<file path="src/pkg/dpplpkg.sv">
// Notes on behaviour
// - Each pin has a pull-up enable bit, reset 1; 1 connects the pull-up.
// - Pull-up acts only while the pin's function makes it an input.
// - Output-level bit resets 0 and sets the driven level in general output.
// - Reading level bits returns the actual pin levels, in every mode.
// - Code 0000 is general input; its level reads through the level bit.
// - Code 0001: falling edge sets the oscillator enable bit.
// - Code 0010: rising edge sets the oscillator enable bit.
// - Code 0011: low level forces sleep, high returns power control to registers.
// - Code 0100: low level forces shutdown, high returns power control.
// - Code 0101: rising edge loads both DACs, or only the first on single-DAC parts.
// - Code 0110: falling edge starts acquisition, next rising edge starts one conversion.
// - Code 0111: rising edge loads the first DAC.
// - Code 1000: pin level is the first DAC switch control.
// - Code 1001: rising edge loads the second DAC; nothing on single-DAC parts.
// - Code 1010: second DAC switches, or second op amp switches on single-DAC.
// - Code 1011: pin level controls the first op amp switch.
// - Code 1100: pin level controls the first changeover switch.
// - Code 1101: pin level controls the second changeover switch.
// - Code 1110: ready output rises on new data, falls on data or status read.
// - Ready already high drops for one clock when new data arrives.
// - Code 1111: general output following the output-level bit.
// - Four 4-bit function fields in a 16-bit control register, reset 0000.
// - Rise and fall flags per pin; reading the status register clears them.
package dpplpkg;
  localparam logic [3:0]  DPPL_ADDR_SETUP   = 4'h0;
  localparam logic [3:0]  DPPL_ADDR_CONTROL = 4'h4;
  localparam logic [3:0]  DPPL_ADDR_STATUS  = 4'h8;
  localparam logic [3:0]  DPPL_ADDR_EVENT   = 4'hC;
  localparam int          DPPL_PU_LSB       = 4;
  localparam int          DPPL_LL_LSB       = 0;
  localparam int          DPPL_EV_DATA_BIT  = 0;
  localparam int          DPPL_EV_OSC_CLR   = 1;
  localparam int          DPPL_EV_DATA_RD   = 2;
  localparam logic [3:0]  DPPL_PU_RESET     = 4'hF;
  localparam logic [3:0]  DPPL_LL_RESET     = 4'h0;
  localparam logic [15:0] DPPL_MODE_RESET   = 16'h0000;
  localparam logic [3:0]  FN_GEN_IN    = 4'h0;
  localparam logic [3:0]  FN_WAKE_FALL = 4'h1;
  localparam logic [3:0]  FN_WAKE_RISE = 4'h2;
  localparam logic [3:0]  FN_SLEEP     = 4'h3;
  localparam logic [3:0]  FN_SHUTDOWN  = 4'h4;
  localparam logic [3:0]  FN_LOAD_BOTH = 4'h5;
  localparam logic [3:0]  FN_CONVERSION_START_IN    = 4'h6;
  localparam logic [3:0]  FN_LOAD_A    = 4'h7;
  localparam logic [3:0]  FN_SW_DAC_A  = 4'h8;
  localparam logic [3:0]  FN_LOAD_B    = 4'h9;
  localparam logic [3:0]  FN_SW_DAC_B  = 4'hA;
  localparam logic [3:0]  FN_SW_OPAMP1 = 4'hB;
  localparam logic [3:0]  FN_SPDT_ONE  = 4'hC;
  localparam logic [3:0]  FN_SPDT_TWO  = 4'hD;
  localparam logic [3:0]  FN_READY_OUT = 4'hE;
  localparam logic [3:0]  FN_GEN_OUT   = 4'hF;
  localparam logic [1:0]  AXI_OKAY     = 2'h0;
  localparam logic [1:0]  AXI_SLVERR   = 2'h2;
endpackage : dpplpkg

</file>
<file path="src/hdl/dppl_pins.sv">
// Added by the designer: the AXI4-Lite slave port and the register offsets.
`timescale 1ns/1ps
module dppl_pins
  import dpplpkg::*;
#(
  parameter int  NUM_PINS = 4,
  parameter bit  DUAL_DAC = 1'b1
)(
  input  wire logic                  I_SYS_CLK,
  input  wire logic                  I_RST,
  input  wire logic                  I_CLK_EN,
  input  wire logic [3:0]            I_AWADDR,
  input  wire logic                  I_AWVALID,
  output logic                       O_AWREADY,
  input  wire logic [31:0]           I_WDATA,
  input  wire logic [3:0]            I_WSTRB,
  input  wire logic                  I_WVALID,
  output logic                       O_WREADY,
  output logic [1:0]                 O_BRESP,
  output logic                       O_BVALID,
  input  wire logic                  I_BREADY,
  input  wire logic [3:0]            I_ARADDR,
  input  wire logic                  I_ARVALID,
  output logic                       O_ARREADY,
  output logic [31:0]                O_RDATA,
  output logic [1:0]                 O_RRESP,
  output logic                       O_RVALID,
  input  wire logic                  I_RREADY,
  input  wire logic [NUM_PINS-1:0]   I_PIN,
  output logic [NUM_PINS-1:0]        O_PIN,
  output logic [NUM_PINS-1:0]        O_PIN_OE_N,
  output logic [NUM_PINS-1:0]        O_PULLUP_ON,
  input  wire logic                  I_ADC_DATA_WRITTEN,
  input  wire logic                  I_ADC_DATA_READ,
  output logic                       O_OSC_ENABLE,
  output logic                       O_SLEEP_FORCE,
  output logic                       O_SHUTDOWN_FORCE,
  output logic                       O_LOAD_FIRST_DAC,
  output logic                       O_LOAD_SECOND_DAC,
  output logic                       O_ADC_ACQUIRE,
  output logic                       O_ADC_START,
  output logic                       O_FIRST_DAC_SWITCH_CTL,
  output logic                       O_SECOND_DAC_SWITCH_CTL,
  output logic                       O_OPAMP_TWO_SWITCH_CTL,
  output logic                       O_OPAMP_ONE_SWITCH_CTL,
  output logic                       O_CHANGEOVER_SWITCH_ONE,
  output logic                       O_CHANGEOVER_SWITCH_TWO
);

  logic [NUM_PINS-1:0]   pin_pullup_enable_q;
  logic [NUM_PINS-1:0]   pin_level_bit_q;
  logic [4*NUM_PINS-1:0] pin_function_code_q;
  logic [NUM_PINS-1:0]   sync1_q, sync2_q, prev_q;
  logic [NUM_PINS-1:0]   rise, fall;
  logic [NUM_PINS-1:0]   pin_rise_flag_q, pin_fall_flag_q;
  logic                  data_ready_q, ready_gap_q, acquire_q, oscillator_enable_bit_q;
  logic [NUM_PINS-1:0]   is_output, drive_level;
  logic [3:0]            aw_addr_q;
  logic                  aw_have_q, w_have_q;
  logic [31:0]           w_data_q;
  logic [3:0]            w_strb_q;
  logic                  wr_fire, rd_fire, status_read, osc_clear;
  logic                  load_first, load_second, acq_start, conv_start, wake;
  logic                  sw_a, sw_b, sw_op2, sw_op1, changeover_switch_one, changeover_switch_two;
  logic                  sleep_force, shut_force, rd_ok;
  logic [31:0]           rd_word;

  // Write address and data are accepted independently and held until both are present.
  assign O_AWREADY = !aw_have_q;
  assign O_WREADY  = !w_have_q;
  assign O_ARREADY = !O_RVALID;
  assign wr_fire   = aw_have_q && w_have_q && !O_BVALID;
  assign rd_fire   = I_ARVALID && O_ARREADY && I_CLK_EN;
  assign status_read = rd_fire && (I_ARADDR == DPPL_ADDR_STATUS);
  assign osc_clear = wr_fire && (aw_addr_q == DPPL_ADDR_EVENT) && w_strb_q[0] && w_data_q[DPPL_EV_OSC_CLR];

  always_ff @(posedge I_SYS_CLK)
  begin
    if (I_RST)
    begin
      aw_have_q <= 1'b0;
      w_have_q  <= 1'b0;
      aw_addr_q <= 4'h0;
      w_data_q  <= 32'h0000_0000;
      w_strb_q  <= 4'h0;
      O_BVALID  <= 1'b0;
      O_BRESP   <= AXI_OKAY;
    end
    else if (I_CLK_EN)
    begin
      if (I_AWVALID && O_AWREADY)
      begin
        aw_have_q <= 1'b1;
        aw_addr_q <= I_AWADDR;
      end
      if (I_WVALID && O_WREADY)
      begin
        w_have_q <= 1'b1;
        w_data_q <= I_WDATA;
        w_strb_q <= I_WSTRB;
      end
      if (wr_fire)
      begin
        aw_have_q <= 1'b0;
        w_have_q  <= 1'b0;
        O_BVALID  <= 1'b1;
        O_BRESP   <= (aw_addr_q == DPPL_ADDR_SETUP || aw_addr_q == DPPL_ADDR_CONTROL ||
                      aw_addr_q == DPPL_ADDR_EVENT) ? AXI_OKAY : AXI_SLVERR;
      end
      else if (O_BVALID && I_BREADY)
        O_BVALID <= 1'b0;
    end
  end

  always_ff @(posedge I_SYS_CLK)
  begin
    if (I_RST)
    begin
      pin_pullup_enable_q <= DPPL_PU_RESET;
      pin_level_bit_q     <= DPPL_LL_RESET;
      pin_function_code_q <= DPPL_MODE_RESET;
    end
    else if (I_CLK_EN && wr_fire)
    begin
      if (aw_addr_q == DPPL_ADDR_SETUP && w_strb_q[0])
      begin
        pin_pullup_enable_q <= w_data_q[DPPL_PU_LSB +: NUM_PINS];
        pin_level_bit_q     <= w_data_q[DPPL_LL_LSB +: NUM_PINS];
      end
      if (aw_addr_q == DPPL_ADDR_CONTROL)
      begin
        if (w_strb_q[0])
          pin_function_code_q[7:0] <= w_data_q[7:0];
        if (w_strb_q[1])
          pin_function_code_q[15:8] <= w_data_q[15:8];
      end
    end
  end

  // Pins cross into the clock domain before any edge logic looks at them.
  always_ff @(posedge I_SYS_CLK)
  begin
    if (I_RST)
    begin
      // Idle pins read high through the pull-up, so the history starts high and no false rise follows reset.
      sync1_q <= '1;
      sync2_q <= '1;
      prev_q  <= '1;
    end
    else if (I_CLK_EN)
    begin
      sync1_q <= I_PIN;
      sync2_q <= sync1_q;
      prev_q  <= sync2_q;
    end
  end

  assign rise = sync2_q & ~prev_q;
  assign fall = ~sync2_q & prev_q;

  // A new edge in the cycle of the status read survives the clear.
  always_ff @(posedge I_SYS_CLK)
  begin
    if (I_RST)
    begin
      pin_rise_flag_q <= '0;
      pin_fall_flag_q <= '0;
    end
    else if (I_CLK_EN)
    begin
      pin_rise_flag_q <= (status_read ? '0 : pin_rise_flag_q) | rise;
      pin_fall_flag_q <= (status_read ? '0 : pin_fall_flag_q) | fall;
    end
  end

  always_comb
  begin
    load_first  = 1'b0;
    load_second = 1'b0;
    acq_start   = 1'b0;
    conv_start  = 1'b0;
    wake        = 1'b0;
    sw_a        = 1'b0;
    sw_b        = 1'b0;
    sw_op2      = 1'b0;
    sw_op1      = 1'b0;
    changeover_switch_one       = 1'b0;
    changeover_switch_two       = 1'b0;
    sleep_force = 1'b0;
    shut_force  = 1'b0;
    is_output   = '0;
    drive_level = '0;
    for (int i = 0; i < NUM_PINS; i++)
    begin
      case (pin_function_code_q[4*i +: 4])
        FN_GEN_IN    : ;
        FN_WAKE_FALL : wake = wake | fall[i];
        FN_WAKE_RISE : wake = wake | rise[i];
        FN_SLEEP     : sleep_force = sleep_force | !sync2_q[i];
        FN_SHUTDOWN  : shut_force = shut_force | !sync2_q[i];
        FN_LOAD_BOTH :
        begin
          load_first  = load_first | rise[i];
          load_second = load_second | (rise[i] & DUAL_DAC);
        end
        FN_CONVERSION_START_IN    :
        begin
          acq_start  = acq_start | fall[i];
          conv_start = conv_start | rise[i];
        end
        FN_LOAD_A    : load_first = load_first | rise[i];
        FN_SW_DAC_A  : sw_a = sw_a | sync2_q[i];
        FN_LOAD_B    : load_second = load_second | (rise[i] & DUAL_DAC);
        FN_SW_DAC_B  :
        begin
          sw_b   = sw_b | (sync2_q[i] & DUAL_DAC);
          sw_op2 = sw_op2 | (sync2_q[i] & !DUAL_DAC);
        end
        FN_SW_OPAMP1 : sw_op1 = sw_op1 | sync2_q[i];
        FN_SPDT_ONE  : changeover_switch_one = changeover_switch_one | sync2_q[i];
        FN_SPDT_TWO  : changeover_switch_two = changeover_switch_two | sync2_q[i];
        FN_READY_OUT :
        begin
          is_output[i]   = 1'b1;
          drive_level[i] = data_ready_q & !ready_gap_q;
        end
        FN_GEN_OUT   :
        begin
          is_output[i]   = 1'b1;
          drive_level[i] = pin_level_bit_q[i];
        end
        default      : ;
      endcase
    end
  end

  assign O_PIN       = drive_level;
  assign O_PIN_OE_N  = ~is_output;
  assign O_PULLUP_ON = pin_pullup_enable_q & ~is_output;

  // Ready falls on a data or status read; new data while high makes a one-cycle low gap.
  always_ff @(posedge I_SYS_CLK)
  begin
    if (I_RST)
    begin
      data_ready_q <= 1'b0;
      ready_gap_q  <= 1'b0;
    end
    else if (I_CLK_EN)
    begin
      ready_gap_q <= I_ADC_DATA_WRITTEN && data_ready_q && !(I_ADC_DATA_READ || status_read);
      if (I_ADC_DATA_WRITTEN)
        data_ready_q <= 1'b1;
      else if (I_ADC_DATA_READ || status_read)
        data_ready_q <= 1'b0;
    end
  end

  // One conversion start per low phase, only after acquisition began.
  always_ff @(posedge I_SYS_CLK)
  begin
    if (I_RST)
      acquire_q <= 1'b0;
    else if (I_CLK_EN)
    begin
      if (acq_start)
        acquire_q <= 1'b1;
      else if (conv_start)
        acquire_q <= 1'b0;
    end
  end

  always_ff @(posedge I_SYS_CLK)
  begin
    if (I_RST)
      oscillator_enable_bit_q <= 1'b0;
    else if (I_CLK_EN)
    begin
      if (wake)
        oscillator_enable_bit_q <= 1'b1;
      else if (osc_clear)
        oscillator_enable_bit_q <= 1'b0;
    end
  end

  always_ff @(posedge I_SYS_CLK)
  begin
    if (I_RST)
    begin
      O_LOAD_FIRST_DAC        <= 1'b0;
      O_LOAD_SECOND_DAC       <= 1'b0;
      O_ADC_START             <= 1'b0;
      O_SLEEP_FORCE           <= 1'b0;
      O_SHUTDOWN_FORCE        <= 1'b0;
      O_FIRST_DAC_SWITCH_CTL  <= 1'b0;
      O_SECOND_DAC_SWITCH_CTL <= 1'b0;
      O_OPAMP_TWO_SWITCH_CTL  <= 1'b0;
      O_OPAMP_ONE_SWITCH_CTL  <= 1'b0;
      O_CHANGEOVER_SWITCH_ONE <= 1'b0;
      O_CHANGEOVER_SWITCH_TWO <= 1'b0;
    end
    else if (I_CLK_EN)
    begin
      O_LOAD_FIRST_DAC        <= load_first;
      O_LOAD_SECOND_DAC       <= load_second;
      O_ADC_START             <= conv_start && acquire_q;
      O_SLEEP_FORCE           <= sleep_force;
      O_SHUTDOWN_FORCE        <= shut_force;
      O_FIRST_DAC_SWITCH_CTL  <= sw_a;
      O_SECOND_DAC_SWITCH_CTL <= sw_b;
      O_OPAMP_TWO_SWITCH_CTL  <= sw_op2;
      O_OPAMP_ONE_SWITCH_CTL  <= sw_op1;
      O_CHANGEOVER_SWITCH_ONE <= changeover_switch_one;
      O_CHANGEOVER_SWITCH_TWO <= changeover_switch_two;
    end
  end

  assign O_ADC_ACQUIRE = acquire_q;
  assign O_OSC_ENABLE  = oscillator_enable_bit_q;

  always_comb
  begin
    rd_word = 32'h0000_0000;
    rd_ok   = 1'b1;
    case (I_ARADDR)
      DPPL_ADDR_SETUP   :
      begin
        rd_word[DPPL_PU_LSB +: NUM_PINS] = pin_pullup_enable_q;
        rd_word[DPPL_LL_LSB +: NUM_PINS] = sync2_q;
      end
      DPPL_ADDR_CONTROL : rd_word[4*NUM_PINS-1:0] = pin_function_code_q;
      DPPL_ADDR_STATUS  : rd_word[2*NUM_PINS-1:0] = {pin_rise_flag_q, pin_fall_flag_q};
      DPPL_ADDR_EVENT   :
      begin
        rd_word[DPPL_EV_DATA_BIT] = data_ready_q;
        rd_word[DPPL_EV_OSC_CLR]  = oscillator_enable_bit_q;
      end
      default           : rd_ok = 1'b0;
    endcase
  end

  always_ff @(posedge I_SYS_CLK)
  begin
    if (I_RST)
    begin
      O_RVALID <= 1'b0;
      O_RDATA  <= 32'h0000_0000;
      O_RRESP  <= AXI_OKAY;
    end
    else if (I_CLK_EN)
    begin
      if (rd_fire)
      begin
        O_RVALID <= 1'b1;
        O_RDATA  <= rd_word;
        O_RRESP  <= rd_ok ? AXI_OKAY : AXI_SLVERR;
      end
      else if (O_RVALID && I_RREADY)
        O_RVALID <= 1'b0;
    end
  end

endmodule : dppl_pins

</file>
<file path="config.mk">
export PLATFORM = sky130hd
export DESIGN_NAME = dppl_pins
export DESIGN_NICKNAME = d
export VERILOG_FILES = /design/src/pkg/dpplpkg.sv /design/src/hdl/dppl_pins.sv
export SDC_FILE = /design/constraint.sdc
export NUM_CORES = 1
export LEC_CHECK = 0
export BUFFER_PORTS_ARGS = -buffer_cell sky130_fd_sc_hd__buf_2
export CORE_MARGIN = 1
export CORE_UTILIZATION = 57
export CTS_BUF_LIST = sky130_fd_sc_hd__clkbuf_8
export CTS_CLUSTER_DIAMETER = 150
export CTS_CLUSTER_SIZE = 24
export DETAILED_ROUTE_END_ITERATION = 10
export PLACE_DENSITY = 0.91
export RECOVER_POWER = 25
export SLEW_MARGIN = 20
export SYNTH_ARGS = -nofsm -noshare
export SYNTH_HDL_FRONTEND = slang
export SYNTH_SLANG_ARGS = --single-unit
export TNS_END_PERCENT = 5
</file>
<file path="constraint.sdc">
create_clock -name I_SYS_CLK -period 3.6 [get_ports I_SYS_CLK]
set_input_delay 0.54 -clock I_SYS_CLK [delete_from_list [all_inputs] [get_ports I_SYS_CLK]]
set_output_delay 0.54 -clock I_SYS_CLK [all_outputs]
set_load 0.02 [all_outputs]
</file>
==> results of run 1 <==
[cell families (layout without fill, tap and decap cells)]
group / count (synthesis) / in the layout
buf+inv: 75 / 116
other cells: 1 / 19
flops: 102 / 102
compound gates: 95 / 95
xor+xnor: 3 / 3
simple gates: 244 / 244
mux: 44 / 44
[critical path: cells and delay by family, from the launching register on]
family                 cells  cell delay (ns)
buffers and inverters      1             0.15
DFF                        1             0.73
and+or+nand+nor            2             0.44
[through the flow]
| step | util, % | hold WS (ns) | instances | setup WS (ns) | power [mW] |
|---|---|---|---|---|---|
| floorplan | - | 0.4357 | 582 | 1.803 | 1.366 |
| global placement | 62.49 | 0.4433 | 712 | 1.195 | 1.404 |
| detailed placement | 62.49 | 0.4530 | 712 | 1.107 | 1.413 |
| CTS | 64.89 | 0.3774 | 728 | 1.361 | 2.107 |
| global route | 64.38 | 0.3777 | 728 | 1.252 | 2.177 |
| finish | 64.38 | 0.3804 | 728 | 1.363 | 2.097 |
[power breakdown]
group	internal, mW	switching [mW]	total (mW)
clock network	0.274	0.434	0.708
logic	0.0663	0.130	0.197
registers	1.16	0.0313	1.19
total	1.50	0.596	2.10
[state kept, by name, indices dropped and copies added, names as in the netlist, 2 cells and up]
name,count
O_RDATA,16
aw_addr_q,4
pin_fall_flag_q,4
pin_function_code_q,16
pin_level_bit_q,4
pin_pullup_enable_q,4
pin_rise_flag_q,4
prev_q,4
sync1_q,4
sync2_q,4
w_data_q,16
w_strb_q,2
[routing by layer]
metal / vias to the layer above / track usage, % / routed length (um)
met3: 20 / 6.472 / 1014
met2: 234 / 46.65 / 5718
li1: 2050 / - / -
met4: 0 / 7.051 / 176
met1: 2005 / 38.51 / 5410
met5: - / 0 / 0
[synthesized netlist by cell type (all sizes together) (3+ instances only)]
cell	instances	area share, %
dfxtp	102	42
nor2	80	6.2
nand2	59	4.6
mux2i	42	8.7
buf	36	4.9
a21oi	31	3.2
clkbuf	27	2.1
nor3	24	2.5
a22oi	18	2.8
nand2b	15	1.9
inv	12	0.93
nand3	12	1.2
nand3b	9	1.5
nor4bb	9	1.9
a211oi	8	1.2
nor4	8	1.0
o21ai	8	0.83
o22ai	8	1.0
o2bb2ai	6	1.1
and2	4	0.52
nand4	4	1.1
nor2b	4	0.52
a2bb2oi	3	0.54
a32oi	3	0.54
and3	3	0.49
xnor2	3	0.54
[layout make-up]
class,count,area share [%]
Timing Repair Buffer,88,7.640
Sequential cell,102,38.60
Tap cell,105,2.483
Inverter,12,0.8515
Clock inverter,7,1.372
Multi-Input combinational cell,405,46.71
Clock buffer,9,2.342
[how the worst max path moves through the flow]
| stage | startpoint | endpoint | slack (ns) | cells after the start |
|---|---|---|---|---|
| 2_1_floorplan | pin_function_code_q[3]$_SDFFE_PP0P_ | O_PIN[0] | 1.80 | 3 |
| 3_3_place_gp | I_CLK_EN | pin_function_code_q[2]$_SDFFE_PP0P_ | 1.20 | 5 |
| 3_5_place_dp | I_CLK_EN | pin_function_code_q[15]$_SDFFE_PP0P_ | 1.11 | 5 |
| 4_1_cts | pin_function_code_q[2]$_SDFFE_PP0P_ | O_PULLUP_ON[0] | 1.36 | 3 |
| 5_1_grt | pin_function_code_q[2]$_SDFFE_PP0P_ | O_PULLUP_ON[0] | 1.25 | 3 |
| 6_report | pin_function_code_q[2]$_SDFFE_PP0P_ | O_PULLUP_ON[0] | 1.36 | 3 |
==> results.md, run 1 <==
* Outcome: finished, violations left
* Failing checks: max-capacitance violations, max-slew violations
* Period minus WS final at 2.237 ns
* Final hold violations at 0
* RR Startpoint: pin_function_code_q[2]$_SDFFE_PP0P_
* Core footprint at 8217 um^2
* I/O pin count at 124
* Synth cell types at 54
* Post-cts sizing count at 0
* Final period util at 62.14%
* Final setup viols at 0
* Worst r2r path cells at 4
* Setup crit end kind: output pin
* Routed len/inst at 16.92 um
* CP peak stage delay at 0.73 ns
* Core Rows at 33
* Clk buf depth at 2
* Synthesized cell area at 4828 um^2
* Synth Area in Simple Gates at 25.86%
* Compound-Gate Fraction of Synth Area at 13.66%
* Largest family of logic cells by synthesized area: simple AND/OR/NAND/NOR gates
* Placed Area at 5135 um^2
* Sequential fraction of the synthesis area at 42.29%
* Via count at 4309
* FF+latch area at 2042 um^2
* CTS Buf Count at 9
* Number of max-cap violations at 1
* Hold Path End: sync1_q[1]$_SDFFE_PP1P_
* Overall fraction of global-route tracks in use at 28.70%
* Setup tns final at 0 ns
* R2R Setup Slk at 1.67 ns
* Max VDD drop at 351.2 uV
* Vias/cell at 5.919
* Area growth syn-to-layout at 9.562%
* CTS sink count at 102
* Post-synthesis mux area share at 9.640%
* Post-CTS Setup Bufs at 0
* Nets at 676
* Synth Instances at 564
* Max-slew violations at 89
* Max-Slew Margin vs Limit at -14.86%
* Worst path arrival time at 1.70 ns
* Total grt overflow at 0
* Post-route ant nets at 0
* Critical-path maximum fanout at 14
* Hold path startpoint: I_PIN[1]
* Die height at 94.04 um
* H-tree levels at 3
* Fmax at 447.0 MHz
* Post-synth EDFFs at 0
* DR iter-0 viols at 363
* Clock transition at path regs at 0.11 ns
* Xor and xnor area share after synthesis at 0.5442%
* Critical Path, Cell by Cell: nand3_1, and2_1, buf_2
* Pwr dens at 396.4 nW/um^2
* Share of layout cells above drive strength 1 at 13.48%
* Wire length of the first global-routing pass at 19530 um
* Routability cong. at 0.9375
* Largest net degree at the start of global routing at 89
* Worst setup path class: flop to output pin
* Synth Register Bits at 102
* DRC at 0
* Crit-path slowest cell: dfxtp_1
* Post-synth top flop: dfxtp_1
* Share of async-settable or async-resettable flops after synthesis at 0%
* Clk Latency, worst-skew pair at 0.38 ns
* Fill count at 721
* Die area at 8843 um^2
* Tightest Hold Check Type: input port to flop
* Slew @ Worst Pin at 1.723 ns
* Reg-to-reg endpoint: O_ADC_ACQUIRE$_SDFFE_PP0P_
* Commonest non-fill, non-tap cells in the layout: dfxtp_1, nor2_1, nand2_1
* Warning count from the yosys run at 0
* DRT Pass-1 Iters at 5
* PortBufs at 86
* Startpoint types: flop
* Adder-Cell Fraction of Synth Area at 0%
* Hold depth at 3
* RSZ-0062 raised after global routing: false
* Cell area after layout at 5290 um^2
* Hold-fix buffers, CTS at 0
* Root buffer cell: clkbuf_8
* Worst EP required at 3.06 ns
* CTS tree: yes
* Ant. Diodes at 0
* Initial antenna violation count at 0
* Syn avg cell area at 8.561 um^2
* Layout Skew at 0.01178 ns
* Starting density of the core at 58.76%
* Vias in the first global route at 3884
* LEAKAGE at 2.160 nW
* Routed wire length at 12320 um
* Footprint of the multi-input gates at 2471 um^2
* DP HPWL at 8519 um
* Most common cell after layout, fill and taps aside: dfxtp_1
* Die X at 94.04 um
(Power assumes the default switching activity.)
==> inputs of run 2 (changes only) <==
--- a/config.mk
+++ b/config.mk
@@ -5,14 +5,15 @@
 export SDC_FILE = /design/constraint.sdc
 export NUM_CORES = 1
 export LEC_CHECK = 0
+export ABC_AREA = 1
 export BUFFER_PORTS_ARGS = -buffer_cell sky130_fd_sc_hd__buf_2
 export CORE_MARGIN = 1
-export CORE_UTILIZATION = 57
+export CORE_UTILIZATION = 55
 export CTS_BUF_LIST = sky130_fd_sc_hd__clkbuf_8
 export CTS_CLUSTER_DIAMETER = 150
 export CTS_CLUSTER_SIZE = 24
 export DETAILED_ROUTE_END_ITERATION = 10
-export PLACE_DENSITY = 0.91
+export PLACE_DENSITY = 0.89
 export RECOVER_POWER = 25
 export SLEW_MARGIN = 20
 export SYNTH_ARGS = -nofsm -noshare
==> constraint.sdc (replaced) <==
create_clock -name I_SYS_CLK -period 2.07 [get_ports I_SYS_CLK]
set_input_delay 0.3105 -clock I_SYS_CLK [delete_from_list [all_inputs] [get_ports I_SYS_CLK]]
set_output_delay 0.3105 -clock I_SYS_CLK [all_outputs]
set_load 0.02 [all_outputs]
==> run 2 against run 1 <==
The flow now finishes without violations. Clock-buffer cell count is 1 higher. Worst setup slack worse by 1.2 ns. Critical path depth is 4 higher. Area after synthesis is 3.0% lower. Global-route usage is 1.4 points higher. Via count is 7.4% higher. Register-to-register slack worse by 1.5 ns. Cell count is 17% higher. Critical endpoint is now O_PIN[0]. Largest cell class unchanged.
==> results.md, run 2 <==
* Post-route ant nets at 0
* Tightest Hold Check Type: input port to flop
* CTS sink count at 102
* Wire length of the first global-routing pass at 20290 um
* Post-synthesis mux area share at 0%
* Adder-Cell Fraction of Synth Area at 0%
* Worst r2r path cells at 6
* Overall fraction of global-route tracks in use at 30.05%
* Compound-Gate Fraction of Synth Area at 19.18%
* Most common cell after layout, fill and taps aside: nand2_1
* Max-slew violations at 0
* Ant. Diodes at 0
* Sequential fraction of the synthesis area at 43.59%
* Placed Area at 5109 um^2
* Worst EP required at 1.76 ns
* Synth Instances at 661
* CTS Buf Count at 9
* Synth area leader: dfxtp_1
* Met3 Usage GRT at 5.502%
* Area growth syn-to-layout at 12.87%
* Initial antenna violation count at 0
* Max-Slew Margin vs Limit at 29.82%
* Slew @ Worst Pin at 1.053 ns
* LEAKAGE at 2.339 nW
* I/O pin count at 124
* Number of max-cap violations at 0
* Worst setup path class: flop to output pin
* Met2 Track Usage GR at 48.01%
* DRC at 0
* Critical-path maximum fanout at 5
* RR Startpoint: O_RVALID$_SDFFE_PP0P_
* Vias/cell at 5.452
* DR iter-0 viols at 353
* Synthesized cell area at 4684 um^2
* Fmax at 520.5 MHz
* Largest registers: O_RDATA x16, pin_function_code_q x16, w_data_q x16
* Largest net degree at the start of global routing at 46
* Commonest non-fill, non-tap cells in the layout: nand2_1, dfxtp_1, nor2_1
* Warning count from the yosys run at 0
* Pwr dens at 716.5 nW/um^2
* Core footprint at 8217 um^2
* Worst path arrival time at 1.61 ns
* DRT Pass-1 Iters at 5
* H-tree levels at 3
* Worst setup path endpoint: O_PIN[0]
* Final hold violations at 0
* Final setup viols at 0
* Top cells by area, synth: dfxtp_1, nand2_1, nor2_1, a21oi_1, o21ai_0
* Final WS setup at 0.1489 ns
* Die X at 94.29 um
* Routed wire length at 13070 um
* Post-synth EDFFs at 0
* Clk Latency, worst-skew pair at 0.38 ns
* Total grt overflow at 0
* Vias in the first global route at 4136
* Synth cell types at 33
* Post-CTS Setup Bufs at 0
* Share of the synthesized area in the top cell type at 43.59%
* Routability cong. at 0.9318
* Outcome: finished clean
* Core Rows at 33
* PortBufs at 86
* Cell area after layout at 5288 um^2
* Clock transition at path regs at 0.10 ns
* Final period util at 92.81%
* Post-synth top flop: dfxtp_1
* Max VDD drop at 519.3 uV
* Setup tns final at 0 ns
* Routed len/inst at 15.40 um
* Largest family of logic cells by synthesized area: simple AND/OR/NAND/NOR gates
* Inst Count DP at 833
* Most frequent cell after synthesis: nand2_1
* Setup slack at placement at 0.5149 ns
* Period minus WS final at 1.921 ns
* Finished Layout Cells at 849
* Startpoint types: flop
* Setup crit end kind: output pin
* Die height at 94.29 um
* Most frequent cells after synthesis: nand2_1, dfxtp_1, nor2_1
* Syn avg cell area at 7.087 um^2
* Worst-case hold slack at 0.1485 ns
* R2R Setup Slk at 0.17 ns
* Share of async-settable or async-resettable flops after synthesis at 0%
* M1 GR Usage at 40.09%
* Xor and xnor area share after synthesis at 0%
* Worst setup path start: pin_function_code_q[1]$_SDFFE_PP0P_
* Hold-fix buffers, CTS at 0
* Nets at 797
* Global routing's busiest layer: met2
* Reg-to-reg endpoint: O_RDATA[12]$_SDFFE_PP0P_
* Clk buf depth at 2
* Synth Register Bits at 102
* RSZ-0062 raised after global routing: false
* DP HPWL at 9767 um
* Starting density of the core at 57.01%
* Layout Skew at 0.01373 ns
* Via count at 4629
* Root buffer cell: clkbuf_8
* Die area at 8891 um^2
* Synth Area in Simple Gates at 26.58%
* Share of layout cells above drive strength 1 at 14.38%
* CTS tree: yes
[run 2: cell count changes in the layout (fill, tap and decap cells not counted), moves of 10 or more]
| cell | before | now |
|---|---|---|
| nand3_1 | 12 | 25 |
| o21ai_0 | 8 | 63 |
| clkbuf_1 | 29 | 17 |
| nand2_1 | 59 | 135 |
| a22oi_1 | 18 | 8 |
| nand4_1 | 1 | 11 |
| inv_1 | 12 | 58 |
| mux2i_1 | 42 | 0 |
| buf_2 | 58 | 70 |
| nand2b_1 | 15 | 0 |
| nor3_1 | 24 | 3 |
| a21oi_1 | 31 | 64 |
| nor2_1 | 80 | 101 |
[run 2: stage by stage]
step / power, mW / utilization, %
floorplan: 2.394 / -
global placement: 2.481 / 62.17
detailed placement: 2.494 / 62.17
CTS: 3.806 / 64.79
global route: 3.930 / 64.35
finish: 3.788 / 64.35
[run 2: layout make-up]
cell class                      instances  area (um^2)
Clock buffer                           10        137.6
Clock inverter                          6        77.57
Fill cell                             752         2929
Inverter                               61        230.2
Multi-Input combinational cell        471         2205
Sequential cell                       102         2042
Tap cell                              105        131.4
Timing Repair Buffer                   94        464.2
[run 2: routing by layer]
layer	wire length (um)	share of wire (%)
met3	828	6.3
met2	6040	46
met1	5881	45
met5	0	0
met4	321	2.5
[run 2: how the worst min path moves through the flow]
stage | from | endpoint | slack [ns] | cells after the start
CTS | I_WDATA[1] | w_data_q[1]$_SDFFE_PP0P_ | 0.14 | 3
detailed placement | pin_rise_flag_q[1]$_SDFFE_PP0P_ | pin_rise_flag_q[1]$_SDFFE_PP0P_ | 0.45 | 2
finish | I_WDATA[4] | w_data_q[4]$_SDFFE_PP0P_ | 0.15 | 3
global route | I_WDATA[1] | w_data_q[1]$_SDFFE_PP0P_ | 0.14 | 3
floorplan | sync1_q[0]$_SDFFE_PP1P_ | sync1_q[0]$_SDFFE_PP1P_ | 0.43 | 2
global placement | sync1_q[2]$_SDFFE_PP1P_ | sync1_q[2]$_SDFFE_PP1P_ | 0.44 | 2
[run 2: cells by family (layout without fill, tap and decap cells)]
| logic type | after synthesis | in the layout |
|---|---|---|
| AOI/OAI and AO/OA | 164 | 164 |
| other | 1 | 19 |
| buffers and inverters | 106 | 171 |
| DFF | 102 | 102 |
| and+or+nand+nor | 288 | 288 |
[run 2: critical path, stage by stage (launching register included)]
cell and delay (ns):
dfxtp_1 0.42, inv_1 0.13, nor2_2 0.18, inv_1 0.09
nor2_1 0.11, a21oi_1 0.05, nor2_1 0.09, buf_2 0.18
[run 2: what timing repair did]
action | 4_1_cts | 5_1_grt
gates resized for setup | 0 | 1
endpoints found under the setup margin | 0 | 1
endpoints found under the hold margin | 0 | 0
[run 2: report_power, final]
| part | internal, mW | switching (mW) |
|---|---|---|
| Sequential | 2.03 | 0.0478 |
| Clock | 0.613 | 0.727 |
| Combinational | 0.108 | 0.259 |
==> inputs of run 3 (changes only) <==
--- a/config.mk
+++ b/config.mk
@@ -15,6 +15,7 @@
 export DETAILED_ROUTE_END_ITERATION = 10
 export PLACE_DENSITY = 0.89
 export RECOVER_POWER = 25
+export REMOVE_ABC_BUFFERS = 1
 export SLEW_MARGIN = 20
 export SYNTH_ARGS = -nofsm -noshare
 export SYNTH_HDL_FRONTEND = slang
==> run 3 against run 2 <==
Sequential cell count unchanged. Worst hold slack barely moved. Global-route usage decreased by 0.73 points. Critical path depth unchanged.
==> results.md, run 3 (synthesized netlist as in run 2, its figures left out) <==
* Outcome: finished clean
* Max-Slew Margin vs Limit at 32.10%
* Placed Area at 5094 um^2
* Post-cts sizing count at 0
* Switch Pwr at 0.9880 mW
* Root buffer cell: clkbuf_8
* Area growth syn-to-layout at 12.02%
* Number of max-cap violations at 0
* Clk Latency, worst-skew pair at 0.36 ns
* Period minus WS final at 1.896 ns
* Die X at 94.29 um
* Worst EP required at 1.76 ns
* Die height at 94.29 um
* Hold depth at 3
* Clock Power Share at 34.3%
* DRC at 0
* DP HPWL at 9688 um
* Startpoint types: flop
* Vias in the first global route at 4126
* Slew @ Worst Pin at 1.019 ns
* Internal power at 2.730 mW
* CTS sink count at 102
* RSZ-0062 raised after global routing: false
* Final setup viols at 0
* Hold path startpoint: I_PIN[1]
* Post-route ant nets at 0
* Final hold violations at 0
* Vias/cell at 5.434
* DR iter-0 viols at 366
* Die area at 8891 um^2
* RR Startpoint: w_have_q$_SDFFE_PP0P_
* Share of layout cells above drive strength 1 at 13.77%
* Sw Share at 26.57%
* Routed len/inst at 15.06 um
* PortBufs at 86
* Max-slew violations at 0
* Fmax at 527.4 MHz
* CTS Buf Count at 9
* Max VDD drop at 459.7 uV
* Reg-to-reg endpoint: pin_function_code_q[15]$_SDFFE_PP0P_
* Via count at 4597
* Critical-path maximum fanout at 5
* Fill count at 781
* Hold Path End: sync1_q[1]$_SDFFE_PP1P_
* Setup crit end kind: output pin
* DRT Pass-1 Iters at 6
* Wire length of the first global-routing pass at 20000 um
* Core Rows at 33
* Nets at 795
* Final period util at 91.60%
* Tightest Hold Check Type: input port to flop
* Largest registers: O_RDATA x16, pin_function_code_q x16, w_data_q x16
* Cell area after layout at 5248 um^2
* Worst r2r path cells at 7
* Starting density of the core at 57.01%
* Largest net degree at the start of global routing at 62
* Ant. Diodes at 0
* Initial antenna violation count at 0
* I/O pin count at 124
* Routability cong. at 0.9092
* Worst setup path class: flop to output pin
* Clk buf depth at 2
* Total grt overflow at 0
* Layout Skew at 0.01068 ns
* Pwr dens at 708.5 nW/um^2
* Overall fraction of global-route tracks in use at 29.33%
* Routed wire length at 12740 um
* LEAKAGE at 2.318 nW
* H-tree levels at 3
* Post-CTS Setup Bufs at 0
* Clock transition at path regs at 0.10 ns
* R2R Setup Slk at 0.36 ns
* Hold-fix buffers, CTS at 0
* Reg power frac at 56.1%
* Commonest non-fill, non-tap cells in the layout: nand2_1, dfxtp_1, nor2_1
* Setup tns final at 0 ns
* Logic pwr share at 9.5%
* Core footprint at 8217 um^2
* CTS tree: yes
* Most common cell after layout, fill and taps aside: nand2_1
* Worst path arrival time at 1.59 ns
-- run 3: cell count changes in the layout (fill, tap and decap cells not counted), sizes merged --
| cell | before | now |
|---|---|---|
| buf | 76 | 72 |
| clkbuf | 28 | 30 |
| clkinvlp | 1 | 0 |
-- run 3: area by class of cell --
cell class                 instances  area, um^2  area share [%]
clock buffer                      10       137.6           2.623
sequential                       102        2042           38.91
multi-input combinational        471        2205           42.01
tap                              105       131.4           2.504
clock inverter                     5       57.56           1.097
timing repair buffer              92       444.2           8.464
inverter                          61       230.2           4.387
-- run 3: worst max-delay path by stage --
stage,start,end,slack [ns],depth (start not counted)
floorplan,O_RVALID$_SDFFE_PP0P_,data_ready_q$_SDFFE_PP0P_,0.18,6
global placement,I_CLK_EN,w_strb_q[0]$_SDFFE_PP0P_,0.38,6
detailed placement,I_CLK_EN,w_strb_q[0]$_SDFFE_PP0P_,0.32,6
CTS,pin_function_code_q[1]$_SDFFE_PP0P_,O_PIN[0],0.13,7
global route,pin_function_code_q[12]$_SDFFE_PP0P_,O_PIN[3],0.006,6
finish,pin_function_code_q[1]$_SDFFE_PP0P_,O_PIN[0],0.17,7
-- run 3: stage by stage --
stage               setup slack (ns)  hold slack [ns]  std cells  total power [mW]  utilization, %
finish                        0.1738           0.1482        846             3.718           63.86
global placement              0.3784           0.4419        831             2.474           61.99
floorplan                     0.1792           0.3796        634             2.336               -
CTS                           0.1349           0.1459        846             3.734           64.37
global route                0.005778           0.1516        846             3.863           63.86
detailed placement            0.3218           0.4510        831             2.490           61.99
-- run 3: power by group through the flow --
| stage | combinational, mW | sequential [mW] | clock [mW] |
|---|---|---|---|
| after CTS | 0.359 | 2.09 | 1.29 |
| after floorplan | 0.203 | 2.13 | 0 |
| after detailed placement | 0.358 | 2.13 | 0 |
| final | 0.355 | 2.09 | 1.28 |
| after global placement | 0.345 | 2.13 | 0 |
| after global routing | 0.397 | 2.10 | 1.37 |
-- run 3: worst max-delay path, stage by stage, from the launching register on --
cell     delay, ns
dfxtp_1       0.41
inv_1         0.12
nor2_2        0.16
inv_1         0.08
nor2_1        0.10
a21oi_1       0.05
nor2_1        0.12
buf_2         0.18
-- run 3: routing by layer --
metal	wire, um	global-route usage, %	share of wire (%)	up-vias
met5	0	0	0	-
met4	191	9.615	1.5	0
met3	652	3.641	5.1	15
met2	5863	46.92	46	184
met1	6034	40.67	47	2102
li1	-	-	-	2296
